<file path="config.mk">
export PLATFORM = sky130hd
export DESIGN_NAME = rtc_core
export DESIGN_NICKNAME = d
export VERILOG_FILES = /design/src/logic/rtc_pkg.sv /design/src/logic/rtc_core.sv
export SDC_FILE = /design/constraint.sdc
export NUM_CORES = 1
export LEC_CHECK = 0
export ABC_AREA = 1
export BUFFER_PORTS_ARGS = -buffer_cell sky130_fd_sc_hd__clkbuf_2
export CORE_MARGIN = 4
export CORE_UTILIZATION = 55
export CTS_BUF_LIST = sky130_fd_sc_hd__clkbuf_4 sky130_fd_sc_hd__clkbuf_8
export DETAILED_ROUTE_END_ITERATION = 7
export GPL_ROUTABILITY_DRIVEN = 0
export GPL_TIMING_DRIVEN = 1
export HOLD_SLACK_MARGIN = 0.08
export PLACE_DENSITY = 0.83
export SLEW_MARGIN = 15
export SYNTH_ARGS = -nofsm -noshare
export SYNTH_HDL_FRONTEND = slang
export SYNTH_SLANG_ARGS = --single-unit
</file>
<file path="constraint.sdc">
create_clock -name pclk -period 1.6 [get_ports pclk]
set_clock_uncertainty 0.05 [all_clocks]
set_input_delay 0.08 -clock pclk [delete_from_list [all_inputs] [get_ports pclk]]
set_output_delay 0.08 -clock pclk [all_outputs]
set_load 0.02 [all_outputs]
</file>
<file path="src/logic/rtc_pkg.sv">
// package for the real-time clock status and time counters block
// Operation
// - read-only flags register holds six event flags, all cleared by reset
// - periodic flag sets when selected 1, 2 or 4 Hz interval elapses
// - at 4 Hz the periodic events may be uneven, averaging 4 Hz
// - periodic flag clears on flags read seeing it, then later control read
// - periodic interrupt requested whenever periodic rate select is nonzero
// - hours flag sets on hours rollover; interrupt when hour enable set
// - hours flag clears on flags read seeing it, then later hours read
// - minutes flag sets on minutes rollover; interrupt when minute enable set
// - minutes flag clears on flags read seeing it, then later minutes read
// - seconds flag sets every 1 Hz tick; interrupt when second enable set (code sets it only while time enable set)
// - seconds flag clears on flags read seeing it, then later seconds read
// - alarm flag sets on hours and minutes match; interrupt when alarm enabled
// - alarm flag clears on flags read seeing it, then later alarm minutes read
// - tenth-second flag sets at 10 Hz; interrupt when its enable set
// - tenth-second flag clears on flags read seeing it, then hundredths read
// - read-only 8-bit hundredths counter counts 100 Hz pulses, wraps after ff
// - writable 6-bit seconds counter counts 1 Hz, wraps at 59, reset clears
// - writable 6-bit minutes counter counts seconds wraps, wraps at 59
// - writable 5-bit hours counter counts minutes wraps, wraps at 23
// - read-write 6-bit alarm minutes value, reset clears, compared with minutes
// - read-write 5-bit alarm hours value, reset clears, compared with hours
// - rate select 00 off, 01 is 1 Hz, 10 is 2 Hz, 11 is 4 Hz
// - time counters advance only while time enable set; reset clears it
// - 100 Hz pulse reaches hundredths counter only while its clock enable set
// - while hold-clear is one the hundredths counter stays at 00
package rtc_pkg;
  // register byte addresses
  localparam logic [7:0] ADDR_FLAGS  = 8'h00;
  localparam logic [7:0] ADDR_CTRL   = 8'h04;
  localparam logic [7:0] ADDR_HUND   = 8'h08;
  localparam logic [7:0] ADDR_SEC    = 8'h0c;
  localparam logic [7:0] ADDR_MIN    = 8'h10;
  localparam logic [7:0] ADDR_HOUR   = 8'h14;
  localparam logic [7:0] ADDR_ALMIN  = 8'h18;
  localparam logic [7:0] ADDR_ALHOUR = 8'h1c;
  localparam logic [7:0] ADDR_MODE   = 8'h20;
  // flag bit positions
  localparam int F_HUND = 0;
  localparam int F_ALRM = 1;
  localparam int F_SEC  = 2;
  localparam int F_MIN  = 3;
  localparam int F_HOUR = 4;
  localparam int F_PER  = 5;
  localparam int NFLAGS = 6;
  // control bit positions
  localparam int C_RATE_LO = 0;
  localparam int C_RATE_HI = 1;
  localparam int C_ALIE    = 2;
  localparam int C_HCE     = 3;
  localparam int C_HUIE    = 4;
  localparam int C_SIE     = 5;
  localparam int C_MIE     = 6;
  localparam int C_HOUR_IRQ_ENABLE    = 7;
  // mode register bits
  localparam int M_TIME_EN = 0;
  localparam int M_HOLD    = 1;
  // rollover limits and divider counts
  localparam logic [5:0] SEC_MAX   = 6'h3b;
  localparam logic [5:0] MIN_MAX   = 6'h3b;
  localparam logic [4:0] HOUR_MAX  = 5'h17;
  localparam logic [7:0] HUND_MAX  = 8'hff;
  localparam logic [3:0] TENTH_DIV = 4'h9;
  localparam logic [1:0] RATE_OFF  = 2'h0;
  localparam logic [1:0] RATE_1HZ  = 2'h1;
  localparam logic [1:0] RATE_2HZ  = 2'h2;
  localparam logic [1:0] RATE_4HZ  = 2'h3;
  // 100 Hz ticks per periodic event
  localparam logic [6:0] TICKS_2HZ = 7'h32;
  localparam logic [6:0] TICKS_4HZ = 7'h19;
  localparam logic [31:0] RESET_WORD = 32'h0000_0000;
  typedef struct packed {
    logic [7:0] hund;
    logic [5:0] sec;
    logic [5:0] min;
    logic [4:0] hour;
    logic [5:0] al_min;
    logic [4:0] al_hour;
    logic [7:0] ctrl;
    logic [1:0] mode;
    logic [NFLAGS-1:0] flags;
    logic [NFLAGS-1:0] armed;
    logic [3:0] tenth_cnt;
    logic [6:0] per_cnt;
    logic       match_q;
    logic [31:0] prdata;
  } rtc_state_t;
  typedef struct packed {
    logic tick_1hz;
    logic tick_100hz;
  } timebase_t;
endpackage

</file>
<file path="src/logic/rtc_core.sv">
// real-time clock counters, alarm and event flags behind an apb slave
`timescale 1ns/10ps
module rtc_core (
  input  wire logic              pclk,
  input  wire logic              presetn,
  input  wire logic              psel,
  input  wire logic              penable,
  input  wire logic              pwrite,
  input  wire logic [7:0]        paddr,
  input  wire logic [31:0]       pwdata,
  output logic      [31:0]       prdata,
  output logic                   pready,
  output logic                   pslverr,
  input  wire rtc_pkg::timebase_t tb,
  output logic                   irq_req
);
  rtc_pkg::rtc_state_t s_q, s_d;
  logic rd, wr, mapped, match_now;
  logic ev_hund, ev_tenth, ev_sec, ev_min, ev_hour, ev_per, ev_alrm;
  logic [rtc_pkg::NFLAGS-1:0] ev, clr_rd;

  // address decode, used only for the mapped check; read muxing decodes paddr itself
  function automatic logic is_mapped(input logic [7:0] a);
    return a <= rtc_pkg::ADDR_MODE && a[1:0] == 2'h0;
  endfunction

  // single-cycle answer: every access completes in its first access cycle
  assign pready  = 1'b1;
  assign rd      = psel && penable && !pwrite;
  assign wr      = psel && penable && pwrite;
  assign mapped  = is_mapped(paddr);
  assign pslverr = psel && penable && !mapped;
  assign prdata  = s_q.prdata;
  assign match_now = (s_q.hour == s_q.al_hour) && (s_q.min == s_q.al_min);

  // interrupt request: periodic follows rate select, others their enables
  assign irq_req = (s_q.flags[rtc_pkg::F_PER] &&
                    s_q.ctrl[rtc_pkg::C_RATE_HI:rtc_pkg::C_RATE_LO] != rtc_pkg::RATE_OFF)
                 || (s_q.flags[rtc_pkg::F_HOUR] && s_q.ctrl[rtc_pkg::C_HOUR_IRQ_ENABLE])
                 || (s_q.flags[rtc_pkg::F_MIN] && s_q.ctrl[rtc_pkg::C_MIE])
                 || (s_q.flags[rtc_pkg::F_SEC] && s_q.ctrl[rtc_pkg::C_SIE])
                 || (s_q.flags[rtc_pkg::F_ALRM] && s_q.ctrl[rtc_pkg::C_ALIE])
                 || (s_q.flags[rtc_pkg::F_HUND] && s_q.ctrl[rtc_pkg::C_HUIE]);

  always_comb begin
    s_d = s_q;
    // counter events
    ev_hund  = tb.tick_100hz && s_q.ctrl[rtc_pkg::C_HCE] && !s_q.mode[rtc_pkg::M_HOLD];
    ev_tenth = ev_hund && s_q.tenth_cnt == rtc_pkg::TENTH_DIV;
    ev_sec   = tb.tick_1hz && s_q.mode[rtc_pkg::M_TIME_EN];
    ev_min   = ev_sec && s_q.sec == rtc_pkg::SEC_MAX;
    ev_hour  = ev_min && s_q.min == rtc_pkg::MIN_MAX;
    ev_alrm  = match_now && !s_q.match_q;
    ev_per   = 1'b0;
    case (s_q.ctrl[rtc_pkg::C_RATE_HI:rtc_pkg::C_RATE_LO])
      rtc_pkg::RATE_1HZ: ev_per = tb.tick_1hz;
      rtc_pkg::RATE_2HZ: ev_per = tb.tick_100hz && s_q.per_cnt == rtc_pkg::TICKS_2HZ - 7'h1;
      // 4 Hz from a 25-tick count is even; the allowed jitter is unused
      rtc_pkg::RATE_4HZ: begin
        ev_per = tb.tick_100hz && s_q.per_cnt >= rtc_pkg::TICKS_4HZ - 7'h1;
      end
      default:           ev_per = 1'b0;
    endcase
    ev = '0;
    ev[rtc_pkg::F_PER]  = ev_per;
    ev[rtc_pkg::F_HOUR] = ev_hour;
    ev[rtc_pkg::F_MIN]  = ev_min;
    ev[rtc_pkg::F_SEC]  = ev_sec;
    ev[rtc_pkg::F_ALRM] = ev_alrm;
    ev[rtc_pkg::F_HUND] = ev_tenth;
    s_d.match_q = match_now;
    // free running periodic divider on the 100 Hz pulse
    if (tb.tick_100hz) begin
      s_d.per_cnt = (ev_per || s_q.per_cnt >= rtc_pkg::TICKS_2HZ - 7'h1) ? 7'h0
                    : s_q.per_cnt + 7'h1;
    end
    // hundredths counter and tenth divider
    if (s_q.mode[rtc_pkg::M_HOLD]) begin
      s_d.hund = 8'h00;
      s_d.tenth_cnt = 4'h0;
    end else if (ev_hund) begin
      s_d.hund = s_q.hund + 8'h01;
      s_d.tenth_cnt = ev_tenth ? 4'h0 : s_q.tenth_cnt + 4'h1;
    end
    // time of day cascade
    if (ev_sec) s_d.sec = ev_min ? 6'h00 : s_q.sec + 6'h01;
    if (ev_min) s_d.min = ev_hour ? 6'h00 : s_q.min + 6'h01;
    if (ev_hour) s_d.hour = (s_q.hour == rtc_pkg::HOUR_MAX) ? 5'h00 : s_q.hour + 5'h01;
    // clear sequences complete on reads of the partner registers
    clr_rd = '0;
    if (rd) begin
      clr_rd[rtc_pkg::F_PER]  = paddr == rtc_pkg::ADDR_CTRL;
      clr_rd[rtc_pkg::F_HOUR] = paddr == rtc_pkg::ADDR_HOUR;
      clr_rd[rtc_pkg::F_MIN]  = paddr == rtc_pkg::ADDR_MIN;
      clr_rd[rtc_pkg::F_SEC]  = paddr == rtc_pkg::ADDR_SEC;
      clr_rd[rtc_pkg::F_ALRM] = paddr == rtc_pkg::ADDR_ALMIN;
      clr_rd[rtc_pkg::F_HUND] = paddr == rtc_pkg::ADDR_HUND;
    end
    clr_rd = clr_rd & s_q.armed;
    // a flags read arms exactly what it returned; a flag set after its setup cycle
    // was never seen by software and must not be cleared by the partner read
    if (rd && paddr == rtc_pkg::ADDR_FLAGS) begin
      s_d.armed = s_q.armed | s_q.prdata[rtc_pkg::NFLAGS-1:0];
    end
    s_d.armed = s_d.armed & ~clr_rd;
    // set beats clear so a coincident event is never lost
    s_d.flags = (s_q.flags & ~clr_rd) | ev;
    // register writes; software time writes win over a same-cycle tick
    if (wr) begin
      case (paddr)
        rtc_pkg::ADDR_CTRL:   s_d.ctrl = pwdata[7:0];
        rtc_pkg::ADDR_SEC:    s_d.sec = pwdata[5:0];
        rtc_pkg::ADDR_MIN:    s_d.min = pwdata[5:0];
        rtc_pkg::ADDR_HOUR:   s_d.hour = pwdata[4:0];
        rtc_pkg::ADDR_ALMIN:  s_d.al_min = pwdata[5:0];
        rtc_pkg::ADDR_ALHOUR: s_d.al_hour = pwdata[4:0];
        rtc_pkg::ADDR_MODE:   s_d.mode = pwdata[1:0];
        default:              s_d.mode = s_d.mode;
      endcase
    end
    // read data registered at the setup cycle so it is valid in the access phase
    s_d.prdata = rtc_pkg::RESET_WORD;
    if (psel && !penable && !pwrite) begin
      case (paddr)
        rtc_pkg::ADDR_FLAGS:  s_d.prdata = {26'h0, s_q.flags};
        rtc_pkg::ADDR_CTRL:   s_d.prdata = {24'h0, s_q.ctrl};
        rtc_pkg::ADDR_HUND:   s_d.prdata = {24'h0, s_q.hund};
        rtc_pkg::ADDR_SEC:    s_d.prdata = {26'h0, s_q.sec};
        rtc_pkg::ADDR_MIN:    s_d.prdata = {26'h0, s_q.min};
        rtc_pkg::ADDR_HOUR:   s_d.prdata = {27'h0, s_q.hour};
        rtc_pkg::ADDR_ALMIN:  s_d.prdata = {26'h0, s_q.al_min};
        rtc_pkg::ADDR_ALHOUR: s_d.prdata = {27'h0, s_q.al_hour};
        rtc_pkg::ADDR_MODE:   s_d.prdata = {30'h0, s_q.mode};
        default:              s_d.prdata = rtc_pkg::RESET_WORD;
      endcase
    end
  end

  // whole state in one register; reset clears flags, counters and enables
  always_ff @(posedge pclk or negedge presetn) begin
    if (!presetn) begin
      // counters and alarm values both reset to zero, so the match tracker starts
      // as matched; otherwise that equality would raise an alarm right after reset
      s_q <= '{match_q: 1'b1, default: '0};
    end else begin
      s_q <= s_d;
    end
  end

  // assertions
  property p_flags_reset;
    @(posedge pclk) $rose(presetn) |-> s_q.flags == '0;
  endproperty
  a_flags_reset: assert property (p_flags_reset)
    else $error("flags not clear after reset");
  property p_sec_wrap;
    @(posedge pclk) disable iff (!presetn)
      (ev_sec && s_q.sec == rtc_pkg::SEC_MAX && !wr) |=> s_q.sec == 6'h00;
  endproperty
  a_sec_wrap: assert property (p_sec_wrap) else $error("seconds did not wrap");
  property p_sec_flag;
    @(posedge pclk) disable iff (!presetn) ev_sec |=> s_q.flags[rtc_pkg::F_SEC];
  endproperty
  a_sec_flag: assert property (p_sec_flag) else $error("seconds flag not set");
  property p_hold;
    @(posedge pclk) disable iff (!presetn) s_q.mode[rtc_pkg::M_HOLD] |=> s_q.hund == 8'h00;
  endproperty
  a_hold: assert property (p_hold) else $error("hundredths not held at zero");
  property p_time_en;
    @(posedge pclk) disable iff (!presetn)
      (!s_q.mode[rtc_pkg::M_TIME_EN] && !wr) |=> $stable(s_q.sec);
  endproperty
  a_time_en: assert property (p_time_en) else $error("seconds moved while disabled");
  property p_no_hund_en;
    @(posedge pclk) disable iff (!presetn) !s_q.ctrl[rtc_pkg::C_HCE] |=> $stable(s_q.hund)
      || s_q.hund == 8'h00;
  endproperty
  a_no_hund_en: assert property (p_no_hund_en) else $error("hundredths ran ungated");
  property p_set_wins;
    @(posedge pclk) disable iff (!presetn) ev_min && clr_rd[rtc_pkg::F_MIN]
      |=> s_q.flags[rtc_pkg::F_MIN];
  endproperty
  a_set_wins: assert property (p_set_wins) else $error("event lost to clear");
  property p_clear_min;
    @(posedge pclk) disable iff (!presetn) (clr_rd[rtc_pkg::F_MIN] && !ev_min)
      |=> !s_q.flags[rtc_pkg::F_MIN];
  endproperty
  a_clear_min: assert property (p_clear_min) else $error("minutes flag not cleared");
  property p_unarmed;
    @(posedge pclk) disable iff (!presetn) (rd && paddr == rtc_pkg::ADDR_SEC &&
      !s_q.armed[rtc_pkg::F_SEC] && s_q.flags[rtc_pkg::F_SEC]) |=> s_q.flags[rtc_pkg::F_SEC];
  endproperty
  a_unarmed: assert property (p_unarmed) else $error("flag cleared without status read");
  property p_irq_sec;
    @(posedge pclk) disable iff (!presetn)
      (s_q.flags[rtc_pkg::F_SEC] && s_q.ctrl[rtc_pkg::C_SIE]) |-> irq_req;
  endproperty
  a_irq_sec: assert property (p_irq_sec) else $error("missing seconds interrupt");
  c_hour_roll: cover property (@(posedge pclk) ev_hour && s_q.hour == rtc_pkg::HOUR_MAX);
  c_alarm: cover property (@(posedge pclk) ev_alrm);
  c_clear_seq: cover property (@(posedge pclk) |clr_rd);
  c_per_4hz: cover property (@(posedge pclk) ev_per &&
    s_q.ctrl[rtc_pkg::C_RATE_HI:rtc_pkg::C_RATE_LO] == rtc_pkg::RATE_4HZ);
  c_set_wins: cover property (@(posedge pclk) ev_min && clr_rd[rtc_pkg::F_MIN]);

  // one-hertz tick that ends a minute, shared by the rollover checks
  logic minute_end;
  assign minute_end = tb.tick_1hz && s_q.mode[rtc_pkg::M_TIME_EN] && s_q.sec == rtc_pkg::SEC_MAX;

  // periodic flag follows the selected rate and raises the request
  property p_per_1hz;
    @(posedge pclk) disable iff (!presetn)
      (s_q.ctrl[rtc_pkg::C_RATE_HI:rtc_pkg::C_RATE_LO] == rtc_pkg::RATE_1HZ && tb.tick_1hz)
      |=> s_q.flags[rtc_pkg::F_PER];
  endproperty
  a_per_1hz: assert property (p_per_1hz)
    else $error("periodic flag not set at 1 Hz");
  property p_per_off;
    @(posedge pclk) disable iff (!presetn)
      (s_q.ctrl[rtc_pkg::C_RATE_HI:rtc_pkg::C_RATE_LO] == rtc_pkg::RATE_OFF &&
       !s_q.flags[rtc_pkg::F_PER]) |=> !s_q.flags[rtc_pkg::F_PER];
  endproperty
  a_per_off: assert property (p_per_off)
    else $error("periodic flag set while rate is off");
  property p_irq_per;
    @(posedge pclk) disable iff (!presetn)
      (s_q.flags[rtc_pkg::F_PER] &&
       s_q.ctrl[rtc_pkg::C_RATE_HI:rtc_pkg::C_RATE_LO] != rtc_pkg::RATE_OFF) |-> irq_req;
  endproperty
  a_irq_per: assert property (p_irq_per)
    else $error("missing periodic interrupt");

  // cascade: flags and wraps at the end of a minute, of an hour and of a day
  property p_min_flag;
    @(posedge pclk) disable iff (!presetn) minute_end |=> s_q.flags[rtc_pkg::F_MIN];
  endproperty
  a_min_flag: assert property (p_min_flag)
    else $error("minutes flag not set");
  property p_min_wrap;
    @(posedge pclk) disable iff (!presetn)
      (minute_end && s_q.min == rtc_pkg::MIN_MAX && !wr) |=> s_q.min == 6'h00;
  endproperty
  a_min_wrap: assert property (p_min_wrap)
    else $error("minutes did not wrap");
  property p_hour_flag;
    @(posedge pclk) disable iff (!presetn)
      (minute_end && s_q.min == rtc_pkg::MIN_MAX) |=> s_q.flags[rtc_pkg::F_HOUR];
  endproperty
  a_hour_flag: assert property (p_hour_flag)
    else $error("hours flag not set");
  property p_hour_wrap;
    @(posedge pclk) disable iff (!presetn)
      (minute_end && s_q.min == rtc_pkg::MIN_MAX && s_q.hour == rtc_pkg::HOUR_MAX && !wr)
      |=> s_q.hour == 5'h00;
  endproperty
  a_hour_wrap: assert property (p_hour_wrap)
    else $error("hours did not wrap");

  // alarm: entering a match sets the flag; alarm values load from the bus
  property p_alarm;
    @(posedge pclk) disable iff (!presetn)
      (s_q.hour == s_q.al_hour && s_q.min == s_q.al_min && !s_q.match_q)
      |=> s_q.flags[rtc_pkg::F_ALRM];
  endproperty
  a_alarm: assert property (p_alarm)
    else $error("alarm flag not set on match");
  property p_al_min_wr;
    @(posedge pclk) disable iff (!presetn)
      (wr && paddr == rtc_pkg::ADDR_ALMIN) |=> s_q.al_min == $past(pwdata[5:0]);
  endproperty
  a_al_min_wr: assert property (p_al_min_wr)
    else $error("alarm minutes not written");
  property p_al_hour_wr;
    @(posedge pclk) disable iff (!presetn)
      (wr && paddr == rtc_pkg::ADDR_ALHOUR) |=> s_q.al_hour == $past(pwdata[4:0]);
  endproperty
  a_al_hour_wr: assert property (p_al_hour_wr)
    else $error("alarm hours not written");

  // hundredths: one step per gated pulse, tenth-second flag every tenth step
  property p_hund_step;
    @(posedge pclk) disable iff (!presetn)
      (tb.tick_100hz && s_q.ctrl[rtc_pkg::C_HCE] && !s_q.mode[rtc_pkg::M_HOLD])
      |=> s_q.hund == $past(s_q.hund) + 8'h01;
  endproperty
  a_hund_step: assert property (p_hund_step)
    else $error("hundredths did not step");
  property p_tenth;
    @(posedge pclk) disable iff (!presetn)
      (tb.tick_100hz && s_q.ctrl[rtc_pkg::C_HCE] && !s_q.mode[rtc_pkg::M_HOLD] &&
       s_q.tenth_cnt == rtc_pkg::TENTH_DIV) |=> s_q.flags[rtc_pkg::F_HUND];
  endproperty
  a_tenth: assert property (p_tenth)
    else $error("tenth-second flag not set");

  // armed partner reads clear their flag unless an event lands at once
  property p_clear_per;
    @(posedge pclk) disable iff (!presetn)
      (rd && paddr == rtc_pkg::ADDR_CTRL && s_q.armed[rtc_pkg::F_PER] && !ev_per)
      |=> !s_q.flags[rtc_pkg::F_PER];
  endproperty
  a_clear_per: assert property (p_clear_per)
    else $error("periodic flag not cleared");
  property p_clear_hour;
    @(posedge pclk) disable iff (!presetn)
      (rd && paddr == rtc_pkg::ADDR_HOUR && s_q.armed[rtc_pkg::F_HOUR] && !ev_hour)
      |=> !s_q.flags[rtc_pkg::F_HOUR];
  endproperty
  a_clear_hour: assert property (p_clear_hour)
    else $error("hours flag not cleared");
  property p_clear_sec;
    @(posedge pclk) disable iff (!presetn)
      (rd && paddr == rtc_pkg::ADDR_SEC && s_q.armed[rtc_pkg::F_SEC] && !ev_sec)
      |=> !s_q.flags[rtc_pkg::F_SEC];
  endproperty
  a_clear_sec: assert property (p_clear_sec)
    else $error("seconds flag not cleared");
  property p_clear_alarm;
    @(posedge pclk) disable iff (!presetn)
      (rd && paddr == rtc_pkg::ADDR_ALMIN && s_q.armed[rtc_pkg::F_ALRM] && !ev_alrm)
      |=> !s_q.flags[rtc_pkg::F_ALRM];
  endproperty
  a_clear_alarm: assert property (p_clear_alarm)
    else $error("alarm flag not cleared");
  property p_clear_tenth;
    @(posedge pclk) disable iff (!presetn)
      (rd && paddr == rtc_pkg::ADDR_HUND && s_q.armed[rtc_pkg::F_HUND] && !ev_tenth)
      |=> !s_q.flags[rtc_pkg::F_HUND];
  endproperty
  a_clear_tenth: assert property (p_clear_tenth)
    else $error("tenth-second flag not cleared");
endmodule

</file>
-- Word level (Yosys, flattened, before mapping)
Index checks and enable logic that the tools add are counted.
- add/subtract/negate cells: 6
- $lt $le $gt $ge: 3
- equality and inequality tests: 18
- multiplexer cells: 25
- bitwise gates (word level): 6
- reductions and logical operators: 43
- operator list (operator ; number):
    case mux 8 bit (9 select lines) ; 1
    2-to-1 mux 6 bit ; 9
    2-to-1 mux 38 bit ; 1
    == test 8 x 5 -> 1 bit (second input constant) ; 4
    2-to-1 mux 8 bit ; 4
    logical AND 1 bit ; 24
    2-to-1 mux 5 bit ; 4
    bitwise AND 6 bit ; 3
    == test 8 x 4 -> 1 bit (second input constant) ; 2
    adder 6 x 1 -> 6 bit (second input constant) ; 2
    == test 6 bit (second input constant) ; 2
    2-to-1 mux 4 bit ; 3
    bitwise OR 6 bit ; 2
    adder 8 x 1 -> 8 bit (second input constant) ; 1
    == test 8 x 3 -> 1 bit (second input constant) ; 1
    == test 8 x 6 -> 1 bit (second input constant) ; 1
    <= comparator 8 x 6 -> 1 bit (second input constant) ; 1
    zero test 8 bit ; 1
    AND reduction 2 bit ; 4
    adder 7 x 1 -> 7 bit (second input constant) ; 1
    == test 7 x 6 -> 1 bit (second input constant) ; 1
    greater-or-equal comparator 7 x 5 -> 1 bit (second input constant) ; 1
    greater-or-equal comparator 7 x 6 -> 1 bit (second input constant) ; 1
    2-to-1 mux 7 bit ; 1
    15 further kinds ; 26
- flip-flop bits (word level): 102
- bits of input ports: 47
- output and inout port bits: 35
- word-level logic and storage cells: 115

-- Logic depth before layout (Yosys ltp)
Gate-level depths: netlist of the first run.
- depth in word-level cells: 7
- mapped depth: 10
- gate-level depth less buffers: 10

-- Least setup slack after synthesis of the first run
OpenSTA, ideal clock, no wires.
- kind: reg-to-reg
- start point: register s_q[88] (netlist name)
- end point: register s_q[81] (netlist name)
- setup time: 0.117 ns
- data arrival time: 1.239 ns
- required time: 1.433 ns
- setup slack: 0.194 ns
- cell stages (with the launch flop): 9
- path buffers: 0
- clock period less this slack: 1.406 ns
- cell sequence: dfrtp_1 > ha_1 > nand3_1 > inv_2 > nand3_4 > nor2_8 > nand4_1 > nand3_1 > nand2_1
- RTL lines (element ; line ; RTL):
    from (decl) ; rtc_core.sv:17 ; rtc_pkg::rtc_state_t s_q, s_d;
    from (signal assigned) ; rtc_core.sv:144 ; s_q <= '{match_q: 1'b1, default: '0};
    from (signal assigned) ; rtc_core.sv:146 ; s_q <= s_d;

==> results of run 1 <==
## layout by cell type (no fill, tap or decap), types with 12 or more instances in the layout
| master | instances |
|---|---|
| sky130_fd_sc_hd__dfrtp_1 | 76 |
| sky130_fd_sc_hd__xor2_1 | 12 |
| sky130_fd_sc_hd__o21ai_1 | 19 |
| sky130_fd_sc_hd__o21ai_0 | 17 |
| sky130_fd_sc_hd__nand3_1 | 59 |
| sky130_fd_sc_hd__o22ai_1 | 12 |
| sky130_fd_sc_hd__conb_1 | 25 |
| sky130_fd_sc_hd__clkbuf_2 | 30 |
| sky130_fd_sc_hd__nand2_1 | 111 |
| sky130_fd_sc_hd__a21oi_1 | 26 |
| sky130_fd_sc_hd__buf_4 | 19 |
| sky130_fd_sc_hd__nor2_1 | 41 |
| sky130_fd_sc_hd__xnor2_1 | 13 |
| sky130_fd_sc_hd__inv_2 | 19 |
| sky130_fd_sc_hd__inv_1 | 60 |
| sky130_fd_sc_hd__nor3_1 | 12 |
## worst max-delay path by stage
stage | to | cells past startpoint | start
after detailed placement | s_q[82] | 8 | s_q[88]
final | s_q[82] | 8 | s_q[88]
after CTS | irq_req | 5 | s_q[60]
after global routing | s_q[79] | 8 | s_q[83]
after global placement | s_q[79] | 8 | s_q[83]
after floorplan | s_q[81] | 8 | s_q[88]
## state kept, by name (all words and copies together), names as in the netlist
name    count
prdata      8
s_q        70
## power by group through the flow
stage | clock network, mW | logic, mW | registers [mW]
3_5_place_dp | 0 | 0.787 | 2.35
5_1_grt | 1.44 | 0.938 | 2.34
3_3_place_gp | 0 | 0.743 | 2.34
2_1_floorplan | 0 | 0.613 | 2.30
6_report | 1.34 | 0.837 | 2.31
4_1_cts | 1.36 | 0.814 | 2.31
## synthesized netlist by cell type (12+ instances only)
cell / instances / area, um^2
sky130_fd_sc_hd__inv_1: 62 / 232.7
sky130_fd_sc_hd__nand3_1: 60 / 300.3
sky130_fd_sc_hd__inv_2: 17 / 63.81
sky130_fd_sc_hd__dfrtp_1: 77 / 1927
sky130_fd_sc_hd__nor3_1: 14 / 70.07
sky130_fd_sc_hd__nand2_1: 111 / 416.7
sky130_fd_sc_hd__o21ai_0: 18 / 90.09
sky130_fd_sc_hd__xor2_1: 12 / 105.1
sky130_fd_sc_hd__nor2_1: 41 / 153.9
sky130_fd_sc_hd__xnor2_1: 13 / 113.9
sky130_fd_sc_hd__buf_4: 37 / 277.8
sky130_fd_sc_hd__o21ai_1: 18 / 90.09
sky130_fd_sc_hd__o22ai_1: 12 / 75.07
sky130_fd_sc_hd__a21oi_1: 26 / 130.1
## kinds of logic after synthesis
group / synth area share [%]
other cells: 0.1515
compound gates: 10.48
fa+ha+maj: 2.272
flops: 39.41
xor+xnor: 4.418
simple gates: 30.02
buf+inv: 13.25
## metrics by stage
step           std cells  instance area (um^2)  TNS (ns)
6_report             779                  5514         0
3_5_place_dp         753                  5194         0
3_3_place_gp         753                  5194         0
5_1_grt              779                  5514  -0.07768
2_1_floorplan        637                  5042         0
4_1_cts              779                  5490         0
## routing by layer
layer  vias to the layer above  share of wire (%)  track usage, %
met5                         -                  0               0
met4                         0                2.0           6.375
met3                        39                7.7           6.089
met1                      2010                 41           30.90
met2                       197                 50           39.02
li1                       2031                  -               -
## worst register-to-register path: stages, from the launching register on
cell and delay (ns):
sky130_fd_sc_hd__dfrtp_1 0.37, sky130_fd_sc_hd__ha_1 0.20, sky130_fd_sc_hd__nand3_2 0.12, sky130_fd_sc_hd__inv_2 0.12, sky130_fd_sc_hd__nand3_4 0.12, sky130_fd_sc_hd__inv_2 0.09
sky130_fd_sc_hd__nand2_1 0.13, sky130_fd_sc_hd__a21oi_1 0.19, sky130_fd_sc_hd__o21ai_1 0.08
## area by class of cell
type | instances | area [um^2]
Fill cell | 735 | 3249
Multi-Input combinational cell | 432 | 2460
Sequential cell | 78 | 1954
Timing Repair Buffer | 64 | 476.7
Inverter | 82 | 315.3
Clock buffer | 10 | 137.6
Tap cell | 108 | 135.1
Clock inverter | 5 | 35.03
## repair_timing
item | in CTS | in global routing
hold buffers | 11 | 0
buffers inserted | 0 | 0
endpoints found under the hold margin | 101 | 0
endpoints found under the setup margin | 2 | 8
pin swaps | 1 | 1
gates resized for setup | 5 | 6
==> flow_summary.json, run 1 <==
{
  "crit_required_ns": 1.79,
  "cts_buffers": 9,
  "critical_path.reg2reg.endpoint": "s_q[82]",
  "pin_count_of_the_biggest_net_entering_global_routing": 34,
  "wire_per_inst_um": 15.47,
  "totalPowerFinal_mw": 4.491,
  "ys_types": 43,
  "mappedNetlistArea_um2": 4956,
  "rsz0062_at_grt": "yes",
  "synth_edf_count": 0,
  "worstPathMaxFanout": 3,
  "arr_time_crit_path_ns": 1.77,
  "initial_core_util_pct": 56.55,
  "transition_time_of_the_tightest_slew_check_pin_ns": 0.5337,
  "cp_num_buf_inv": 2,
  "critical_path.most_common_cell": "sky130_fd_sc_hd__inv_2",
  "final_max_slew_viol_count": 0,
  "die_w_um": 102.9,
  "slowest_stage_cell_crit_path": "sky130_fd_sc_hd__dfrtp_1",
  "placement.io_buffers": 32,
  "fin_crit_sh_pct": 98.97,
  "crit_path_cell_trace": "ha_1 -> nand3_2 -> inv_2 -> nand3_4 -> inv_2 -> nand2_1 -> a21oi_1 -> o21ai_1",
  "final_cell_utilization_of_the_core_pct": 62.92,
  "antenna_found_initial": 0,
  "tritoncts": "done",
  "outcome": "finished clean",
  "hold_viol_final": 0,
  "yosys_most_used_dff": "sky130_fd_sc_hd__dfrtp_1",
  "average_instance_area_after_synthesis_um2": 8.072,
  "hold_path.startpoint": "penable",
  "insertion_delay_ns": 0.36,
  "flop_pwr_share_pct": 51.5,
  "worst_case_hold_path_end_point": "prdata[4]",
  "slew_headroom_pct": 64.09,
  "warnings_from_yosys": 0,
  "critical_path.reg2reg.startpoint": "s_q[88]",
  "maxCapViolations": 0,
  "clk_path_buf_depth": 2,
  "setup_slack_reg_to_reg_ns": 0.02,
  "core_area_um2": 8763,
  "cts-htree-levels": 3,
  "io_pins": 82,
  "clk_transition_reported_paths_ns": 0.08,
  "syn2layout_area_growth_pct": 11.26,
  "setup.worst_path.end_class": "register",
  "report.final.setup_viol": 0,
  "insertedDiodeCount": 0,
  "rows": 34,
  "dieArea_um2": 10590,
  "max_freq_mhz": 631.5,
  "worst_setup_path_start_kind": "register",
  "largest_stage_delay_worst_path_ns": 0.37,
  "route.detailed.drc": 0,
  "vias_per_cell": 5.490,
  "die_span_in_y_um": 102.9,
  "power_switching_share_pct": 31.88,
  "postSynthRegisterBits": 78,
  "synthesis.instances": 614,
  "clock_group_share_of_total_power_pct": 29.9,
  "first_iter_violations": 389,
  "power.static_leakage_nw": 2.836,
  "wire_length_of_the_first_global_routing_pass_um": 19440,
  "final.setup.worst_slack_ns": 0.01656,
  "min_path_cells": 4,
  "p_int_mw": 3.059,
  "clkSinkCount": 78,
  "nNetsFinal": 723,
  "grt_pass1_vias": 3975,
  "r2r_cells": 8,
  "worst_hold_check_path_type": "in -> reg",
  "drive_above_1_share_pct": 22.06,
  "irDropWorstVdd_v": 0.0004822,
  "p_sw_mw": 1.432,
  "comb_power_share_pct": 18.6,
  "number_of_nets_still_failing_antenna_checks_after_routing": 0,
  "synth-seq-area-share_pct": 39.41,
  "vias": 4277,
  "grt_overflow": 0,
  "timing_worst_setup_path_type": "reg -> reg",
  "cell_area_power_density_nw_per_um2": 814.4,
  "postSynth.asyncResetShare_pct": 100.0,
  "hold_slack_ns": 0.1200,
  "place_hpwl_um": 9232,
  "cp_top_family": "flip-flops",
  "detailedRoute.firstPassIterationCount": 5,
  "wl_um": 12050,
  "place_ws_ns": 0.002619,
  "cts_root_buffer": "sky130_fd_sc_hd__clkbuf_8",
  "gr-usage-all-layers_pct": 23.63,
  "fin_crit_ns": 1.583
}
Note: power is estimated with default switching activity, not from simulation.
==> run 2: changes to the inputs <==
Settings changed: CTS_BUF_LIST sky130_fd_sc_hd__clkbuf_4 sky130_fd_sc_hd__clkbuf_8 to sky130_fd_sc_hd__clkbuf_4.
==> flow_summary.json, run 2 (synthesized netlist as in run 1, its figures left out) <==
{
  "fin_crit_ns": 1.621,
  "place_hpwl_um": 9232,
  "clkSinkCount": 78,
  "tritoncts": "done",
  "cell_area_power_density_nw_per_um2": 746.6,
  "worstPathMaxFanout": 2,
  "fin_crit_sh_pct": 101.3,
  "largest_stage_delay_worst_path_ns": 0.42,
  "grt_pass1_vias": 4122,
  "vias": 4380,
  "clk_path_buf_depth": 2,
  "totalPowerFinal_mw": 4.182,
  "initial_core_util_pct": 56.55,
  "vias_per_cell": 5.530,
  "arr_time_crit_path_ns": 1.49,
  "route.detailed.drc": 0,
  "grt-busiest-layer": "met2",
  "nNetsFinal": 736,
  "max_freq_mhz": 617.0,
  "slowest_stage_cell_crit_path": "sky130_fd_sc_hd__dfrtp_1",
  "layout.cells.most_common": "sky130_fd_sc_hd__nand2_1",
  "hold_viol_final": 0,
  "io_pins": 82,
  "hold_slack_ns": 0.1039,
  "critical_path.reg2reg.startpoint": "s_q[88]",
  "final_max_slew_viol_count": 0,
  "cp_num_buf_inv": 2,
  "syn2layout_area_growth_pct": 13.03,
  "power.static_leakage_nw": 2.882,
  "first_iter_violations": 379,
  "layout_common_cells": "110 x sky130_fd_sc_hd__nand2_1, 76 x sky130_fd_sc_hd__dfrtp_1, 60 x sky130_fd_sc_hd__inv_1",
  "wire_length_of_the_first_global_routing_pass_um": 20180,
  "pin_count_of_the_biggest_net_entering_global_routing": 34,
  "gr-usage-all-layers_pct": 24.39,
  "r2r_cells": 8,
  "timing_worst_setup_path_type": "reg -> out",
  "critical_path.reg2reg.endpoint": "s_q[82]",
  "slew_headroom_pct": 59.04,
  "die_w_um": 102.9,
  "cp_top_family": "flip-flops",
  "min_path_cells": 4,
  "final_cell_utilization_of_the_core_pct": 63.92,
  "clk_transition_reported_paths_ns": 0.13,
  "maxCapViolations": 0,
  "grt_overflow": 0,
  "setup_slack_reg_to_reg_ns": 0.03,
  "place_ws_ns": 0.002619,
  "die_span_in_y_um": 102.9,
  "final.setup.worst_slack_ns": -0.02084,
  "wire_per_inst_um": 15.88,
  "setup_tns_ns": -0.02084,
  "drive_above_1_share_pct": 23.10,
  "rows": 34,
  "setup.worst_path.end_class": "output port",
  "non_filler_cell_area_final_um2": 5602,
  "rsz0062_at_grt": "yes",
  "crit_path_cell_trace": "inv_2 -> o21ai_2 -> a221oi_2 -> nand3_1 -> clkbuf_8",
  "post_dp_cell_area_um2": 5194,
  "dieArea_um2": 10590,
  "report.final.setup_viol": 1,
  "placement.io_buffers": 32,
  "number_of_nets_still_failing_antenna_checks_after_routing": 0,
  "count_of_placed_standard_cells_including_taps": 753,
  "cts-htree-levels": 3,
  "outcome": "complete, but fails checks",
  "violated_checks": "negative setup slack",
  "hold_path.startpoint": "psel",
  "crit_required_ns": 1.47,
  "worst_setup_path_start_kind": "register",
  "stdcell_count": 792,
  "met2_usage_pct": 40.40,
  "largest_register": "s_q",
  "cts_buffers": 9,
  "transition_time_of_the_tightest_slew_check_pin_ns": 0.6087,
  "core_area_um2": 8763,
  "detailedRoute.firstPassIterationCount": 5,
  "grt_util_met1_pct": 31.57,
  "irDropWorstVdd_v": 0.0004170,
  "cts_root_buffer": "sky130_fd_sc_hd__clkbuf_4",
  "worst_case_hold_path_end_point": "prdata[4]",
  "worst_hold_check_path_type": "in -> reg",
  "met3_usage_pct": 5.616,
  "largest_reg_flops": 70,
  "insertedDiodeCount": 0,
  "wl_um": 12580,
  "insertion_delay_ns": 0.44,
  "antenna_found_initial": 0
}
## run 2: cell type report
cell class | count | area [um^2]
multi-input combinational | 432 | 2496
timing repair buffer | 77 | 594.3
clock inverter | 6 | 38.79
tap | 108 | 135.1
fill | 721 | 3162
clock buffer | 9 | 67.56
sequential | 78 | 1954
inverter | 82 | 315.3
## run 2: what timing repair did
item                                    in CTS  in global routing
hold buffers                                19                  0
hold endpoints to repair                   128                  0
pin swaps                                    2                  3
setup buffers                                3                  2
endpoints found under the setup margin       2                 15
gates resized for setup                      6                 15
## run 2: routing by layer
layer  routed length, um  vias up
met3                 954       38
met5                   0        -
met2                6257      220
met4                 322        0
met1                5045     2069
li1                    -     2053
## run 2: worst max-delay path by stage
stage,from,endpoint,cells after the start
2_1_floorplan,s_q[88],s_q[81],8
3_3_place_gp,s_q[83],s_q[79],8
3_5_place_dp,s_q[88],s_q[82],8
4_1_cts,s_q[51],irq_req,5
5_1_grt,s_q[64],irq_req,5
6_report,s_q[51],irq_req,5
## run 2: power breakdown
part	leakage (nW)	switching [mW]	internal, mW
combinational	1.87	0.521	0.339
sequential	0.951	0.178	2.14
clock	0.0596	0.701	0.308
## run 2: tightest hold or removal path, delay by kind of cell
family	cells	cell delay, ns
and+or+nand+nor	2	0.32
AOI/OAI and AO/OA	1	0.06
buffers and inverters	1	0.11
==> run 3: changes to the inputs <==
Settings changed: CORE_UTILIZATION 55 to 50, PLACE_DENSITY 0.83 to 0.77.
==> flow_summary.json, run 3 (synthesized netlist as in run 1, its figures left out) <==
{
  "sequential_cell_area_um2": 1954,
  "largest_reg_flops": 70,
  "placement.io_buffers": 32,
  "grt_util_met1_pct": 29.80,
  "die_w_um": 107.6,
  "fillerInstances": 839,
  "route.detailed.drc": 0,
  "min_path_cells": 5,
  "fin_crit_ns": 1.641,
  "launch_point_of_the_worst_path": "s_q[51]",
  "critical_path.reg2reg.endpoint": "s_q[86]",
  "dieArea_um2": 11570,
  "insertedDiodeCount": 0,
  "max_freq_mhz": 609.5,
  "pin_count_of_the_biggest_net_entering_global_routing": 31,
  "number_of_nets_still_failing_antenna_checks_after_routing": 0,
  "detailedRoute.firstPassIterationCount": 8,
  "hold_slack_ns": 0.1309,
  "r2r_cells": 8,
  "setup_slack_reg_to_reg_ns": 0.04,
  "nNetsFinal": 735,
  "tritoncts": "done",
  "insertion_delay_ns": 0.45,
  "core_area_um2": 9729,
  "stdcell_count": 817,
  "clk_transition_reported_paths_ns": 0.13,
  "worst_setup_path_start_kind": "register",
  "setup.worst_path.end_class": "output port",
  "cts_buffers": 9,
  "vias_per_cell": 5.322,
  "first_iter_violations": 496,
  "syn2layout_area_growth_pct": 14.52,
  "drive_above_1_share_pct": 22.51,
  "wl_um": 12670,
  "transition_time_of_the_tightest_slew_check_pin_ns": 0.5515,
  "violated_checks": "negative setup slack",
  "slew_headroom_pct": 62.90,
  "worst_hold_check_path_type": "in -> reg",
  "met2_usage_pct": 36.68,
  "die_span_in_y_um": 107.6,
  "vias": 4348,
  "clk_path_buf_depth": 2,
  "grt_overflow": 0,
  "layout_common_cells": "109 x sky130_fd_sc_hd__nand2_1, 76 x sky130_fd_sc_hd__dfrtp_1, 60 x sky130_fd_sc_hd__inv_1",
  "initial_core_util_pct": 50.94,
  "timing_worst_setup_path_type": "reg -> out",
  "cts-htree-levels": 3,
  "clkSinkCount": 78,
  "cts_root_buffer": "sky130_fd_sc_hd__clkbuf_4",
  "place_hpwl_um": 9319,
  "arr_time_crit_path_ns": 1.51,
  "final_cell_utilization_of_the_core_pct": 58.33,
  "final_max_slew_viol_count": 0,
  "maxCapViolations": 0,
  "critical_path.reg2reg.startpoint": "s_q[89]",
  "rows": 36,
  "crit_required_ns": 1.47,
  "grt_pass1_vias": 4140,
  "layout.cells.most_common": "sky130_fd_sc_hd__nand2_1",
  "wire_length_of_the_first_global_routing_pass_um": 20190,
  "irDropWorstVdd_v": 0.0005463,
  "hold_viol_final": 0,
  "hold_path.startpoint": "paddr[3]",
  "grt-busiest-layer": "met2",
  "largest_register": "s_q",
  "worst_case_hold_path_end_point": "s_q[68]",
  "wire_per_inst_um": 15.50,
  "met3_usage_pct": 3.959,
  "count_of_placed_standard_cells_including_taps": 777,
  "antenna_found_initial": 0,
  "cell_area_power_density_nw_per_um2": 809.0,
  "power.static_leakage_nw": 2.894,
  "io_pins": 82,
  "worstPathMaxFanout": 2,
  "report.final.setup_viol": 1,
  "gr-usage-all-layers_pct": 22.26,
  "final.setup.worst_slack_ns": -0.04069,
  "outcome": "complete, but fails checks",
  "fin_crit_sh_pct": 102.5,
  "rsz0062_at_grt": "yes",
  "area_of_the_multi_input_gates_um2": 2484
}
-- run 3: critical path: stages, from the launching register on --
cell and delay (ns):
sky130_fd_sc_hd__dfrtp_1 0.41, sky130_fd_sc_hd__inv_2 0.08, sky130_fd_sc_hd__o21ai_1 0.07, sky130_fd_sc_hd__a221oi_2 0.19, sky130_fd_sc_hd__nand3_1 0.14, sky130_fd_sc_hd__clkbuf_8 0.17
-- run 3: stage by stage --
stage | setup TNS (ns) | instance area [um^2] | power [mW] | worst slack, ns
2_1_floorplan | 0 | 5042 | 2.917 | 0.1937
3_3_place_gp | 0 | 5205 | 3.082 | 0.07078
3_5_place_dp | 0 | 5205 | 3.150 | 0.04324
4_1_cts | -0.05348 | 5619 | 4.590 | -0.05348
5_1_grt | -0.3334 | 5675 | 4.816 | -0.1697
6_report | -0.04069 | 5675 | 4.592 | -0.04069
-- run 3: per-layer routing --
metal	routed length [um]	share of wire, %	vias to the layer above
met5	0	0	-
met4	249	2.0	0
met3	834	6.6	26
met2	6215	49	178
met1	5366	42	2086
li1	-	-	2058
-- run 3: timing repair --
item,CTS,global route
pin swaps,1,3
buffers inserted,0,1
endpoints found under the hold margin,131,0
setup endpoints to repair,1,13
resized for setup,6,13
hold buffers,23,0
-- run 3: power breakdown --
part / switching, mW / internal [mW]
clock network: 0.752 / 0.662
registers: 0.179 / 2.14
logic: 0.524 / 0.339
-- run 3: layout make-up --
| type | instances | area share [%] |
|---|---|---|
| clock inverters | 6 | 1.653 |
| well taps | 133 | 2.932 |
| clock buffers | 10 | 1.323 |
| flip-flops and latches | 78 | 34.44 |
| multi-input cells | 432 | 43.76 |
| repair buffers | 76 | 10.30 |
| inverters | 82 | 5.600 |
-- run 3: worst max-delay path by stage --
| stage | end | cells past startpoint |
|---|---|---|
| after CTS | irq_req | 5 |
| after global placement | s_q[87] | 8 |
| final | irq_req | 5 |
| after floorplan | s_q[81] | 8 |
| after detailed placement | s_q[86] | 8 |
| after global routing | irq_req | 5 |
